<file path="config.mk">
export PLATFORM = sky130hd
export DESIGN_NAME = vlan_qos_egress
export DESIGN_NICKNAME = d
export VERILOG_FILES = /design/src/design/vlan_qos_pkg.sv /design/src/design/frame_fcs_tail.sv /design/src/design/port_tx_queues.sv /design/src/design/vlan_qos_egress.sv
export SDC_FILE = /design/constraint.sdc
export NUM_CORES = 2
export LEC_CHECK = 0
export BUFFER_PORTS_ARGS = -buffer_cell sky130_fd_sc_hd__buf_2
export CAP_MARGIN = 20
export CORE_MARGIN = 5
export CORE_UTILIZATION = 45
export DETAILED_ROUTE_END_ITERATION = 12
export PLACE_DENSITY_LB_ADDON = 0.05
export SYNTH_ARGS = -nofsm -noshare
export SYNTH_HDL_FRONTEND = slang
export SYNTH_SLANG_ARGS = --single-unit
</file>
<file path="constraint.sdc">
create_clock -name pclk -period 4.5 [get_ports pclk]
set_clock_uncertainty 0.05 [all_clocks]
set_input_delay 0.9 -clock pclk [delete_from_list [all_inputs] [get_ports pclk]]
set_output_delay 0.9 -clock pclk [all_outputs]
set_load 0.01 [all_outputs]
</file>
<file path="src/design/vlan_qos_pkg.sv">
// vlan tagging and qos queueing: shared constants, types and functions
// assumes byte-wide frames with fcs and 8-bit registers on a 32-bit apb
package vlan_qos_pkg;
  // register indices, byte address is four times the index
  localparam logic [7:0] IDX_GLOBAL = 8'h53;
  localparam logic [7:0] IDX_QOS_EN = 8'h54;
  localparam logic [7:0] IDX_STATUS = 8'h56;
  localparam logic [7:0] IDX_QLEVEL = 8'h57;
  localparam logic [7:0] IDX_PORT_CTL = 8'h6d;
  localparam logic [7:0] IDX_PORT_DEFAULT_VLAN_ID = 8'h6f;
  localparam logic [7:0] IDX_TOS_MAP = 8'hc0;
  localparam logic [7:0] IDX_TAG_MAP = 8'hd0;
  // field positions
  localparam int BIT_TAG_PORT = 7;
  localparam int BIT_SPQ = 5;
  localparam int BIT_TAGPRI_DIS = 2;
  localparam int BIT_TOS3 = 7;
  localparam int BIT_DOT1Q = 1;
  localparam int BIT_TOS_EN = 0;
  // reset values
  localparam logic [7:0] RST_GLOBAL = 8'h00;
  localparam logic [7:0] RST_QOS_EN = 8'h00;
  localparam logic [7:0] RST_PORT_CTL = 8'h00;
  localparam logic [7:0] RST_PORT_DEFAULT_VLAN_ID = 8'h01;
  localparam logic [7:0] RST_TOS_MAP = 8'h00;
  localparam logic [7:0] RST_TAG_MAP0 = 8'h50;
  localparam logic [7:0] RST_TAG_MAP1 = 8'hfa;
  // frame layout
  localparam logic [15:0] TPID = 16'h8100;
  localparam logic [15:0] ETYPE_IPV4 = 16'h0800;
  localparam logic [10:0] POS_HDR_END = 11'd11;
  localparam logic [10:0] POS_TYPE_LO = 11'd13;
  localparam logic [10:0] POS_PCP = 11'd14;
  localparam logic [10:0] POS_TOS_UNTAG = 11'd15;
  localparam logic [10:0] POS_TAG_END = 11'd15;
  localparam logic [10:0] POS_INNER_HI = 11'd16;
  localparam logic [10:0] POS_INNER_LO = 11'd17;
  localparam logic [10:0] POS_TOS_TAG = 11'd19;
  // weighted round-robin credits, queue 3 served most
  localparam logic [3:0] WRR_WEIGHT [4] = '{4'h1, 4'h2, 4'h4, 4'h8};
  localparam logic [31:0] CRC_INIT = 32'hffffffff;
  localparam logic [31:0] CRC_POLY = 32'hedb88320;
  localparam int HANDLE_W = 8;

  typedef struct packed {
    logic [1:0] src;
    logic [1:0] dst;
    logic [HANDLE_W-1:0] handle;
  } frame_meta_t;

  typedef struct packed {
    logic [1:0] queue;
    logic [HANDLE_W-1:0] handle;
  } queue_token_t;

  function automatic logic [31:0] crc_byte(logic [31:0] c, logic [7:0] d);
    logic [31:0] r;
    r = c ^ {24'h000000, d};
    for (int i = 0; i < 8; i++)
      r = r[0] ? ((r >> 1) ^ CRC_POLY) : (r >> 1);
    return r;
  endfunction
endpackage

</file>
<file path="src/design/frame_fcs_tail.sv">
// frame fcs tail: holds back four bytes, replaces the fcs when asked
// assumes every frame carries a 4-byte fcs and is longer than 4 bytes
`timescale 1ns/1ps
module frame_fcs_tail import vlan_qos_pkg::*; (
  // clock and reset
  input wire logic pclk,
  input wire logic presetn,
  // edited stream in
  input wire logic s_valid,
  input wire logic [7:0] s_data,
  input wire logic s_last,
  input wire logic s_regen,
  output logic s_ready,
  // stream out
  output logic m_valid,
  output logic [7:0] m_data,
  output logic m_last,
  input wire logic m_ready
);
  logic [7:0] sh_r [4];
  logic [2:0] fill_r;
  logic drain_r;
  logic regen_r;
  logic [1:0] k_r;
  logic [31:0] crc_r;
  logic [31:0] fsh;
  logic full, take, give;

  assign full = fill_r == 3'd4;
  // no new bytes while the old fcs drains
  assign s_ready = !drain_r && (!full || m_ready);
  assign m_valid = drain_r || (s_valid && full);
  assign m_last = drain_r && k_r == 2'd3;
  assign take = s_valid && s_ready;
  assign give = m_valid && m_ready;
  assign fsh = ~crc_r >> {k_r, 3'b000};
  assign m_data = (drain_r && regen_r) ? fsh[7:0] : sh_r[3];

  always_ff @(posedge pclk or negedge presetn)
    if (!presetn)
      for (int i = 0; i < 4; i++)
        sh_r[i] <= 8'h00;
    else if (take || (drain_r && give))
    begin
      sh_r[3] <= sh_r[2];
      sh_r[2] <= sh_r[1];
      sh_r[1] <= sh_r[0];
      sh_r[0] <= s_data;
    end

  always_ff @(posedge pclk or negedge presetn)
    if (!presetn)
    begin
      fill_r <= 3'd0;
      drain_r <= 1'b0;
      regen_r <= 1'b0;
      k_r <= 2'd0;
    end
    else if (drain_r)
    begin
      if (give)
        k_r <= k_r + 2'd1;
      if (give && k_r == 2'd3)
      begin
        drain_r <= 1'b0;
        fill_r <= 3'd0;
      end
    end
    else if (take)
    begin
      if (!full)
        fill_r <= fill_r + 3'd1;
      if (s_last)
      begin
        drain_r <= 1'b1;
        regen_r <= s_regen;
      end
    end

  always_ff @(posedge pclk or negedge presetn)
    if (!presetn)
      crc_r <= CRC_INIT;
    else if (drain_r && give && k_r == 2'd3)
      crc_r <= CRC_INIT;
    else if (take && full)
      crc_r <= crc_byte(crc_r, sh_r[3]);
endmodule

</file>
<file path="src/design/port_tx_queues.sv">
// four transmit queues of frame handles for one egress port
// assumes the mac takes one handle per frame when it is ready
`timescale 1ns/1ps
module port_tx_queues import vlan_qos_pkg::*; #(
  parameter int DEPTH = 8
) (
  // clock and reset
  input wire logic pclk,
  input wire logic presetn,
  // enqueue from the tagging stage
  input wire logic enq_valid,
  input wire queue_token_t enq_token,
  output logic [3:0] full,
  // dequeue toward the mac
  input wire logic mode_spq,
  input wire logic deq_ready,
  output logic deq_valid,
  output queue_token_t deq_token,
  output logic [3:0] nonempty
);
  localparam int AW = $clog2(DEPTH);
  logic [HANDLE_W-1:0] head [4];
  logic [1:0] cur_r, sel;
  logic [3:0] credit_r;
  logic deq;

  function automatic logic [1:0] highest(logic [3:0] ne);
    logic [1:0] h;
    h = 2'd0;
    for (int i = 0; i < 4; i++)
      if (ne[i])
        h = 2'(i);
    return h;
  endfunction

  function automatic logic [1:0] next_rr(logic [1:0] c, logic [3:0] ne);
    logic [1:0] n;
    n = c;
    for (int i = 3; i >= 1; i--)
      if (ne[2'(c - 2'(i))])
        n = 2'(c - 2'(i));
    return n;
  endfunction

  always_comb
    if (mode_spq)
      sel = highest(nonempty);
    else if (nonempty[cur_r] && credit_r != 4'h0)
      sel = cur_r;
    else
      sel = next_rr(cur_r, nonempty);

  assign deq_valid = |nonempty;
  assign deq = deq_valid && deq_ready;
  assign deq_token = '{queue: sel, handle: head[sel]};

  for (genvar q = 0; q < 4; q++)
  begin : g_q
    logic [HANDLE_W-1:0] mem [DEPTH];
    logic [AW-1:0] wr_r, rd_r;
    logic [AW:0] cnt_r;
    logic push, pop;
    assign push = enq_valid && enq_token.queue == 2'(q) && !full[q];
    assign pop = deq && sel == 2'(q);
    assign full[q] = cnt_r == (AW+1)'(DEPTH);
    assign nonempty[q] = cnt_r != '0;
    assign head[q] = mem[rd_r];
    always_ff @(posedge pclk)
      if (push)
        mem[wr_r] <= enq_token.handle;
    always_ff @(posedge pclk or negedge presetn)
      if (!presetn)
      begin
        wr_r <= '0;
        rd_r <= '0;
        cnt_r <= '0;
      end
      else
      begin
        if (push)
          wr_r <= (wr_r == AW'(DEPTH-1)) ? '0 : wr_r + 1'b1;
        if (pop)
          rd_r <= (rd_r == AW'(DEPTH-1)) ? '0 : rd_r + 1'b1;
        cnt_r <= cnt_r + (AW+1)'(push) - (AW+1)'(pop);
      end
  end

  // credits give each queue turns in proportion to its weight
  always_ff @(posedge pclk or negedge presetn)
    if (!presetn)
    begin
      cur_r <= 2'd3;
      credit_r <= WRR_WEIGHT[3];
    end
    else if (deq && !mode_spq)
    begin
      cur_r <= sel;
      credit_r <= (sel != cur_r || credit_r == 4'h0) ? WRR_WEIGHT[sel] - 4'h1
                                 : credit_r - 4'h1;
    end
endmodule

</file>
<file path="src/design/vlan_qos_egress.sv">
// egress tag edit, priority classification and queueing, apb registers
// assumes the forwarding engine streams one frame at a time with fcs,
// and meta (source, destination, buffer handle) valid on the first byte
//
// Our own choice: the APB register port.
`timescale 1ns/1ps
module vlan_qos_egress import vlan_qos_pkg::*; #(
  parameter int NPORTS = 3,
  parameter int QDEPTH = 8
) (
  // clock and reset
  input wire logic pclk,
  input wire logic presetn,
  // apb slave
  input wire logic [11:0] paddr,
  input wire logic psel,
  input wire logic penable,
  input wire logic pwrite,
  input wire logic [31:0] pwdata,
  input wire logic [3:0] pstrb,
  output logic [31:0] prdata,
  output logic pready,
  output logic pslverr,
  // frame stream from the forwarding engine
  input wire logic in_valid,
  input wire logic [7:0] in_data,
  input wire logic in_last,
  input wire frame_meta_t in_meta,
  output logic in_ready,
  // edited frame stream to the buffer
  output logic out_valid,
  output logic [7:0] out_data,
  output logic out_last,
  output logic [1:0] out_port,
  input wire logic out_ready,
  // per-port handle hand-off to the transmit macs
  input wire logic [NPORTS-1:0] tx_ready,
  output logic [NPORTS-1:0] tx_valid,
  output queue_token_t tx_token [NPORTS]
);
  typedef enum logic [1:0] {S_PASS, S_CAP, S_EMIT, S_DROP} edit_state_t;

  ////////////////////////////////////////////////////////////////////////
  // registers
  logic [7:0] global_r, qos_en_r;
  logic [7:0] port_ctl_r [NPORTS];
  logic [7:0] port_default_vlan_id_r [NPORTS];
  logic [7:0] tos_map_r [16];
  logic [7:0] tag_map_r [2];
  logic [31:0] prdata_r;
  logic pready_r, pslverr_r;
  logic [7:0] idx;
  logic [1:0] pnum;
  logic [7:0] rd_val;
  logic addr_ok, port_ok, wr_en;
  logic [1:0] last_q_r;
  logic busy;
  logic [3:0] q_full [NPORTS];
  logic [3:0] q_ne [NPORTS];

  function automatic logic in_range(logic [7:0] i, logic [7:0] base,
                                    int n);
    return i >= base && int'(i - base) < n;
  endfunction

  function automatic logic [1:0] map2(logic [7:0] v, logic [1:0] slot);
    logic [7:0] s;
    s = v >> {slot, 1'b0};
    return s[1:0];
  endfunction

  assign idx = paddr[9:2];
  assign pnum = paddr[11:10];
  assign port_ok = int'(pnum) < NPORTS;

  always_comb
  begin
    rd_val = 8'h00;
    addr_ok = port_ok;
    if (idx == IDX_GLOBAL)
      rd_val = global_r;
    else if (idx == IDX_QOS_EN)
      rd_val = qos_en_r;
    else if (idx == IDX_STATUS)
      rd_val = {5'b00000, last_q_r, busy};
    else if (idx == IDX_QLEVEL && port_ok)
      rd_val = {4'h0, q_ne[pnum]};
    else if (idx == IDX_PORT_CTL && port_ok)
      rd_val = port_ctl_r[pnum];
    else if (idx == IDX_PORT_DEFAULT_VLAN_ID && port_ok)
      rd_val = port_default_vlan_id_r[pnum];
    else if (in_range(idx, IDX_TOS_MAP, 16))
      rd_val = tos_map_r[idx[3:0]];
    else if (in_range(idx, IDX_TAG_MAP, 2))
      rd_val = tag_map_r[idx[0]];
    else
      addr_ok = 1'b0;
  end

  // one wait state so read data leaves a flip-flop
  always_ff @(posedge pclk or negedge presetn)
    if (!presetn)
    begin
      pready_r <= 1'b0;
      pslverr_r <= 1'b0;
      prdata_r <= 32'h00000000;
    end
    else if (psel && penable && !pready_r)
    begin
      pready_r <= 1'b1;
      pslverr_r <= !addr_ok;
      prdata_r <= (pwrite || !addr_ok) ? 32'h00000000 : {24'h000000, rd_val};
    end
    else
    begin
      pready_r <= 1'b0;
      pslverr_r <= 1'b0;
    end

  assign prdata = prdata_r;
  assign pready = pready_r;
  assign pslverr = pslverr_r;
  assign wr_en = psel && penable && pready_r && pwrite && addr_ok
                 && pstrb[0];

  always_ff @(posedge pclk or negedge presetn)
    if (!presetn)
    begin
      global_r <= RST_GLOBAL;
      qos_en_r <= RST_QOS_EN;
      for (int p = 0; p < NPORTS; p++)
      begin
        port_ctl_r[p] <= RST_PORT_CTL;
        port_default_vlan_id_r[p] <= RST_PORT_DEFAULT_VLAN_ID;
      end
      for (int i = 0; i < 16; i++)
        tos_map_r[i] <= RST_TOS_MAP;
      tag_map_r[0] <= RST_TAG_MAP0;
      tag_map_r[1] <= RST_TAG_MAP1;
    end
    else if (wr_en)
    begin
      if (idx == IDX_GLOBAL)
        global_r <= pwdata[7:0];
      else if (idx == IDX_QOS_EN)
        qos_en_r <= pwdata[7:0];
      else if (idx == IDX_PORT_CTL)
        port_ctl_r[pnum] <= pwdata[7:0];
      else if (idx == IDX_PORT_DEFAULT_VLAN_ID)
        port_default_vlan_id_r[pnum] <= pwdata[7:0];
      else if (in_range(idx, IDX_TOS_MAP, 16))
        tos_map_r[idx[3:0]] <= pwdata[7:0];
      else if (in_range(idx, IDX_TAG_MAP, 2))
        tag_map_r[idx[0]] <= pwdata[7:0];
    end

  ////////////////////////////////////////////////////////////////////////
  // tag edit
  edit_state_t state_r;
  logic [10:0] cnt_r;
  logic [2:0] k_r;
  frame_meta_t meta_r;
  logic [7:0] th_r, ih_r, tos_r;
  logic [2:0] pcp_r;
  logic tagged_r, ipv4_r, regen_r;
  logic e_valid, e_ready, e_last, accept, fin, stall_q;
  logic [7:0] e_data;
  logic [15:0] tci;
  logic [1:0] qsel;
  logic [5:0] tos_idx;
  logic [7:0] src_ctl, dst_ctl;
  logic is_tag_now, vlan_mode, dst_tags;

  assign src_ctl = port_ctl_r[meta_r.src];
  assign dst_ctl = port_ctl_r[meta_r.dst];
  assign vlan_mode = global_r[BIT_DOT1Q];
  assign dst_tags = dst_ctl[BIT_TAG_PORT];
  assign is_tag_now = {th_r, in_data} == TPID;
  assign tci = {8'h00, port_default_vlan_id_r[meta_r.src]};

  // queue choice, tos first, then tag priority, then port default
  always_comb
  begin
    tos_idx = global_r[BIT_TOS3] ? {3'b000, tos_r[7:5]}
                                 : tos_r[7:2];
    if (qos_en_r[BIT_TOS_EN] && ipv4_r)
      qsel = map2(tos_map_r[tos_idx[5:2]], tos_idx[1:0]);
    else if (tagged_r && !src_ctl[BIT_TAGPRI_DIS])
      qsel = map2(tag_map_r[pcp_r[2]], pcp_r[1:0]);
    else
      qsel = src_ctl[1:0];
  end

  // hold the last byte until its queue has room
  assign stall_q = in_last && q_full[meta_r.dst][qsel];

  always_comb
  begin
    e_valid = 1'b0;
    e_data = in_data;
    e_last = 1'b0;
    in_ready = 1'b0;
    case (state_r)
      S_PASS:
      begin
        e_valid = in_valid && !stall_q;
        e_last = in_last;
        in_ready = e_ready && !stall_q;
      end
      S_CAP, S_DROP:
        in_ready = 1'b1;
      S_EMIT:
      begin
        e_valid = 1'b1;
        case (k_r)
          3'd0: e_data = TPID[15:8];
          3'd1: e_data = TPID[7:0];
          3'd2: e_data = tci[15:8];
          3'd3: e_data = tci[7:0];
          3'd4: e_data = th_r;
          default: e_data = ih_r;
        endcase
      end
      default:
        in_ready = 1'b0;
    endcase
  end

  assign accept = in_valid && in_ready;
  assign fin = accept && in_last && state_r == S_PASS;

  always_ff @(posedge pclk or negedge presetn)
    if (!presetn)
    begin
      state_r <= S_PASS;
      cnt_r <= 11'd0;
      k_r <= 3'd0;
      regen_r <= 1'b0;
    end
    else
      case (state_r)
        S_PASS:
          if (accept)
          begin
            cnt_r <= in_last ? 11'd0 : cnt_r + 11'd1;
            if (!in_last && cnt_r == POS_HDR_END)
              state_r <= S_CAP;
            if (cnt_r == 11'd0)
              regen_r <= 1'b0;
          end
        S_CAP:
          if (accept)
          begin
            cnt_r <= cnt_r + 11'd1;
            if (cnt_r == POS_TYPE_LO)
            begin
              if (vlan_mode && is_tag_now && !dst_tags)
              begin
                state_r <= S_DROP;
                regen_r <= 1'b1;
              end
              else if (vlan_mode && !is_tag_now && dst_tags)
              begin
                state_r <= S_EMIT;
                k_r <= 3'd0;
                regen_r <= 1'b1;
              end
              else
              begin
                state_r <= S_EMIT;
                k_r <= 3'd4;
              end
            end
          end
        S_EMIT:
          if (e_ready)
          begin
            k_r <= k_r + 3'd1;
            if (k_r == 3'd5)
              state_r <= S_PASS;
          end
        S_DROP:
          if (accept)
          begin
            cnt_r <= cnt_r + 11'd1;
            if (cnt_r == POS_TAG_END)
              state_r <= S_PASS;
          end
        default:
          state_r <= S_PASS;
      endcase

  // header fields for classification
  always_ff @(posedge pclk or negedge presetn)
    if (!presetn)
    begin
      meta_r <= '0;
      th_r <= 8'h00;
      ih_r <= 8'h00;
      tos_r <= 8'h00;
      pcp_r <= 3'd0;
      tagged_r <= 1'b0;
      ipv4_r <= 1'b0;
    end
    else if (accept)
    begin
      if (cnt_r == 11'd0)
        meta_r <= in_meta;
      if (cnt_r == POS_TYPE_LO - 11'd1)
        th_r <= in_data;
      if (cnt_r == POS_TYPE_LO)
      begin
        ih_r <= in_data;
        tagged_r <= is_tag_now;
        ipv4_r <= {th_r, in_data} == ETYPE_IPV4;
      end
      if (tagged_r && cnt_r == POS_PCP)
        pcp_r <= in_data[7:5];
      if (tagged_r && cnt_r == POS_INNER_HI)
        tos_r <= in_data;
      if (tagged_r && cnt_r == POS_INNER_LO)
        ipv4_r <= {tos_r, in_data} == ETYPE_IPV4;
      if (cnt_r == (tagged_r ? POS_TOS_TAG : POS_TOS_UNTAG))
        tos_r <= in_data;
    end

  always_ff @(posedge pclk or negedge presetn)
    if (!presetn)
      last_q_r <= 2'd0;
    else if (fin)
      last_q_r <= qsel;

  assign busy = state_r != S_PASS || cnt_r != 11'd0;

  frame_fcs_tail u_fcs (
    .pclk(pclk),
    .presetn(presetn),
    .s_valid(e_valid),
    .s_data(e_data),
    .s_last(e_last),
    .s_regen(regen_r),
    .s_ready(e_ready),
    .m_valid(out_valid),
    .m_data(out_data),
    .m_last(out_last),
    .m_ready(out_ready)
  );
  assign out_port = meta_r.dst;

  ////////////////////////////////////////////////////////////////////////
  // per-port queues and scheduling
  for (genvar p = 0; p < NPORTS; p++)
  begin : g_port
    port_tx_queues #(.DEPTH(QDEPTH)) u_q (
      .pclk(pclk),
      .presetn(presetn),
      .enq_valid(fin && meta_r.dst == 2'(p)),
      .enq_token('{queue: qsel, handle: meta_r.handle}),
      .full(q_full[p]),
      .mode_spq(port_ctl_r[p][BIT_SPQ]),
      .deq_ready(tx_ready[p]),
      .deq_valid(tx_valid[p]),
      .deq_token(tx_token[p]),
      .nonempty(q_ne[p])
    );
  end
endmodule

</file>
==> results.ini <==
[finish]
nNetsFinal=4526
fin_util=0.5341
instances_no_fill=6160
area_growth_pct=18.16
drive_gt1_frac=0.3348

[yosys]
yosysWarnings=0
yosysSeqAreaShare=0.6042
syn_inst=3926
netlist_area_um2=58450
synth_edf_count=768
synth_cell_types=89
ys.flop_type=edfxtp_1
syn_avg_cell_area_um2=14.89
async_flop_share=0.3880
ys_ff_latch=1255

[clock_network]
clock_latency_ps=760
clock-root-buffer=clkbuf_16
clk_pin_slew_ps=60
clk_path_buf_depth=3
cts.sinks=1255
cts_buffers=143
htree_num_levels=4
postCtsHoldBufs=0
cts_tree=done

[sta]
worst_slew_pin_slew_ps=1099
setup_violations=3
fin_crit_sh=1.112
slew_violations=0
slew_headroom=0.2619
worst_slack_ps=-505.1
finalHoldViolCount=0
rsz0062_at_grt=yes
timing.fmax_mhz=199.8
min_period_ps=5005

[grt]
antenna_found_initial=4
track_usage=0.2101
grt_pass1_vias=35111
grt_max_degree=102
grt_pass1_wl_mm=220.8
grt_overflow=0

[floorplanning]
die_area_um2=137200
die_w_um=370.4
num_rows=132
start_util=0.4520
dieHeight_um=370.4
num_io_pins=159
core_um2=129300

[detailed_routing]
vias=34373
wl_per_cell_um=23.36
dr.pass1.iters=6
via_per_inst=5.580
ant_nets=0
drcViolationCount=0
wirelength_mm=143.9
drt_first_iter_violations=2454

[power_and_ir_drop]
leakagePower_nw=26.73
power_density_nw_per_um2=633.8
ir_worst_vdd_mv=0.6547
switching_share=0.3453
p_sw_mw=15.12
seqPwrFrac=0.381
finalPower_mw=43.77
clkPwrFrac=0.259
pwr-share-comb=0.360
cell_internal_pwr_mw=28.66

[setup_path]
end_kind=output pin
path_class=register to output pin
worstPathArrival_ps=4060
cp.required_ps=3550
cp-start-kind=register
r2r_slack_ps=220
worstPathMaxFanout=10

[outcome]
status=complete, but fails checks
violations=setup timing

[placement]
io_buffers=105
hpwl_mm=93.81
routabilityCongestion=0.8338
dp.cells=5828
pre_cts_ws_ps=-154.4

[hold_path]
hold_path_class=primary input to asynchronous set/reset pin

[flow_run]
cap_violations=0

==> critical path: stages, from the launching register on <==
cell	delay, ps
dfrtp_4	530
buf_12	180
mux2i_1	160
a222oi_1	340
nand3_1	160
and3_4	210
o41a_1	520
or3_1	380
o2111ai_2	110
and4b_2	320
nor2_2	50
o21bai_2	160
buf_2	170
==> routing by layer <==
layer / GRT usage / up-vias / share of wire
met5: 0 / - / 0
met1: 0.3107 / 17759 / 0.47
li1: - / 15748 / -
met2: 0.3253 / 672 / 0.46
met3: 0.03512 / 194 / 0.047
met4: 0.05441 / 0 / 0.022
==> synthesized netlist by cell type, types with 12 or more instances <==
cell,count,area (um2)
a211oi_1,73,548.0
dfstp_2,52,1366
o22ai_1,17,106.4
nor3_1,65,325.3
xnor2_1,57,499.2
nor4b_1,12,105.1
o21ai_0,99,495.5
nor3b_1,49,367.9
buf_2,18,90.09
nor2_1,161,604.3
a22oi_1,24,180.2
nand2b_1,35,219.0
and3_1,33,206.5
mux2_2,320,3603
clkbuf_1,153,574.3
mux2i_1,181,1812
a222oi_1,12,120.1
a21o_1,47,352.8
nand2_1,195,732.0
xor2_1,46,402.9
nand3_1,35,175.2
or3_1,14,87.58
buf_4,37,277.8
o211ai_1,23,172.7
a22o_1,24,210.2
buf_1,39,146.4
inv_1,135,506.7
nor2b_1,63,394.1
a221o_1,24,240.2
nand3b_1,15,112.6
fa_1,12,240.2
mux4_2,246,5540
a21oi_1,88,440.4
ha_1,138,1727
edfxtp_1,768,23060
dfrtp_1,435,10890
==> through the flow <==
step           hold slack, ps  area [um2]  setup TNS, ps
3_3_place_gp            416.3       62660          -1284
3_5_place_dp            426.1       62660         -926.8
6_report                194.2       69060         -924.6
4_1_cts                 169.4       68450          -1521
2_1_floorplan           391.8       58540              0
5_1_grt                 226.9       69060          -3071
==> cell usage in the layout (no fill, tap or decap), types with 16 or more instances in the layout <==
cell type	n
clkinv_1	17
a21oi_1	77
a221o_1	24
a22oi_1	20
a22o_1	24
o21ai_0	95
edfxtp_1	768
clkbuf_16	153
nor2b_1	63
mux2i_1	179
clkbuf_1	44
a211oi_2	39
ha_1	132
a21o_1	47
buf_12	32
mux2_2	320
xor2_1	46
nor3_1	64
nor3b_1	41
nand2_1	193
a211oi_4	30
buf_2	98
xnor2_1	57
dfrtp_1	425
dfstp_2	52
mux4_2	246
buf_4	294
conb_1	24
clkinv_2	23
clkbuf_8	16
nor2_1	157
nand2b_1	34
and3_1	29
o211ai_1	23
nand3_1	35
inv_1	122
==> worst paths after layout <==
kind / start / endpoint / depth (start not counted)
min in group pclk: in_meta[9] / out_port[1]$_DFFE_PN0P_ / 2
setup reg to reg: tos_r[4]$_DFFE_PN0P_ / g_port[0].u_q.g_q[3].mem[3][0]$_DFFE_PP_ / 12
setup / recovery: tos_r[4]$_DFFE_PN0P_ / out_valid / 12
hold / removal: presetn / u_fcs.sh_r[14]$_DFFE_PN0P_ / 1
max in group asynchronous: presetn / g_port[1].u_q.credit_r[3]$_DFFE_PN1P_ / 2
hold reg to reg: g_port[1].u_q.credit_r[3]$_DFFE_PN1P_ / g_port[1].u_q.credit_r[3]$_DFFE_PN1P_ / 1
==> final cells by class <==
class	instances	area, um2
Fill cell	10741	60260
Sequential cell	1255	35350
Multi-Input combinational cell	2310	22670
Clock buffer	208	4089
Timing Repair Buffer	451	3779
Tap cell	1742	2180
Inverter	136	510.5
Clock inverter	57	488.0
Antenna cell	1	2.502
==> flip-flops by register name, indices dropped and copies added (netlist names), 10 cells and up <==
name                    flops
port_ctl_r                 24
cnt_r                      11
u_fcs.crc_r                32
g_port.u_q.g_q.wr_r        36
g_port.u_q.g_q.rd_r        36
port_default_vlan_id_r     24
g_port.u_q.credit_r        12
g_port.u_q.g_q.cnt_r       48
tos_map_r                 128
u_fcs.sh_r                 32
tag_map_r                  16
meta_r                     10
g_port.u_q.g_q.mem        768
==> logic make-up after synthesis <==
logic type                 share of synthesized area
DFF                                           0.6042
muxes                                         0.1897
and+or+nand+nor                              0.06694
AOI/OAI and AO/OA                            0.06251
buffers and inverters                        0.02755
adders and majority gates                    0.03365
xor gates and xnor gates                     0.01543
other                                     0.00006416
==> power by group through the flow <==
stage | Clock (mW) | Combinational, mW | Sequential [mW]
after global placement | 0 | 13.4 | 16.9
after global routing | 12.1 | 17.2 | 17.0
final | 11.3 | 15.8 | 16.7
after floorplan | 0 | 9.87 | 15.7
after CTS | 11.6 | 15.3 | 16.7
after detailed placement | 0 | 13.5 | 16.9
==> timing repair <==
item                                    4_1_cts  5_1_grt
buffers inserted                             44       13
gates cloned                                  5        6
endpoints found under the setup margin       51       44
resized for setup                           160       85
pin swaps                                    47       37
Power figures use the tool's default switching activity.
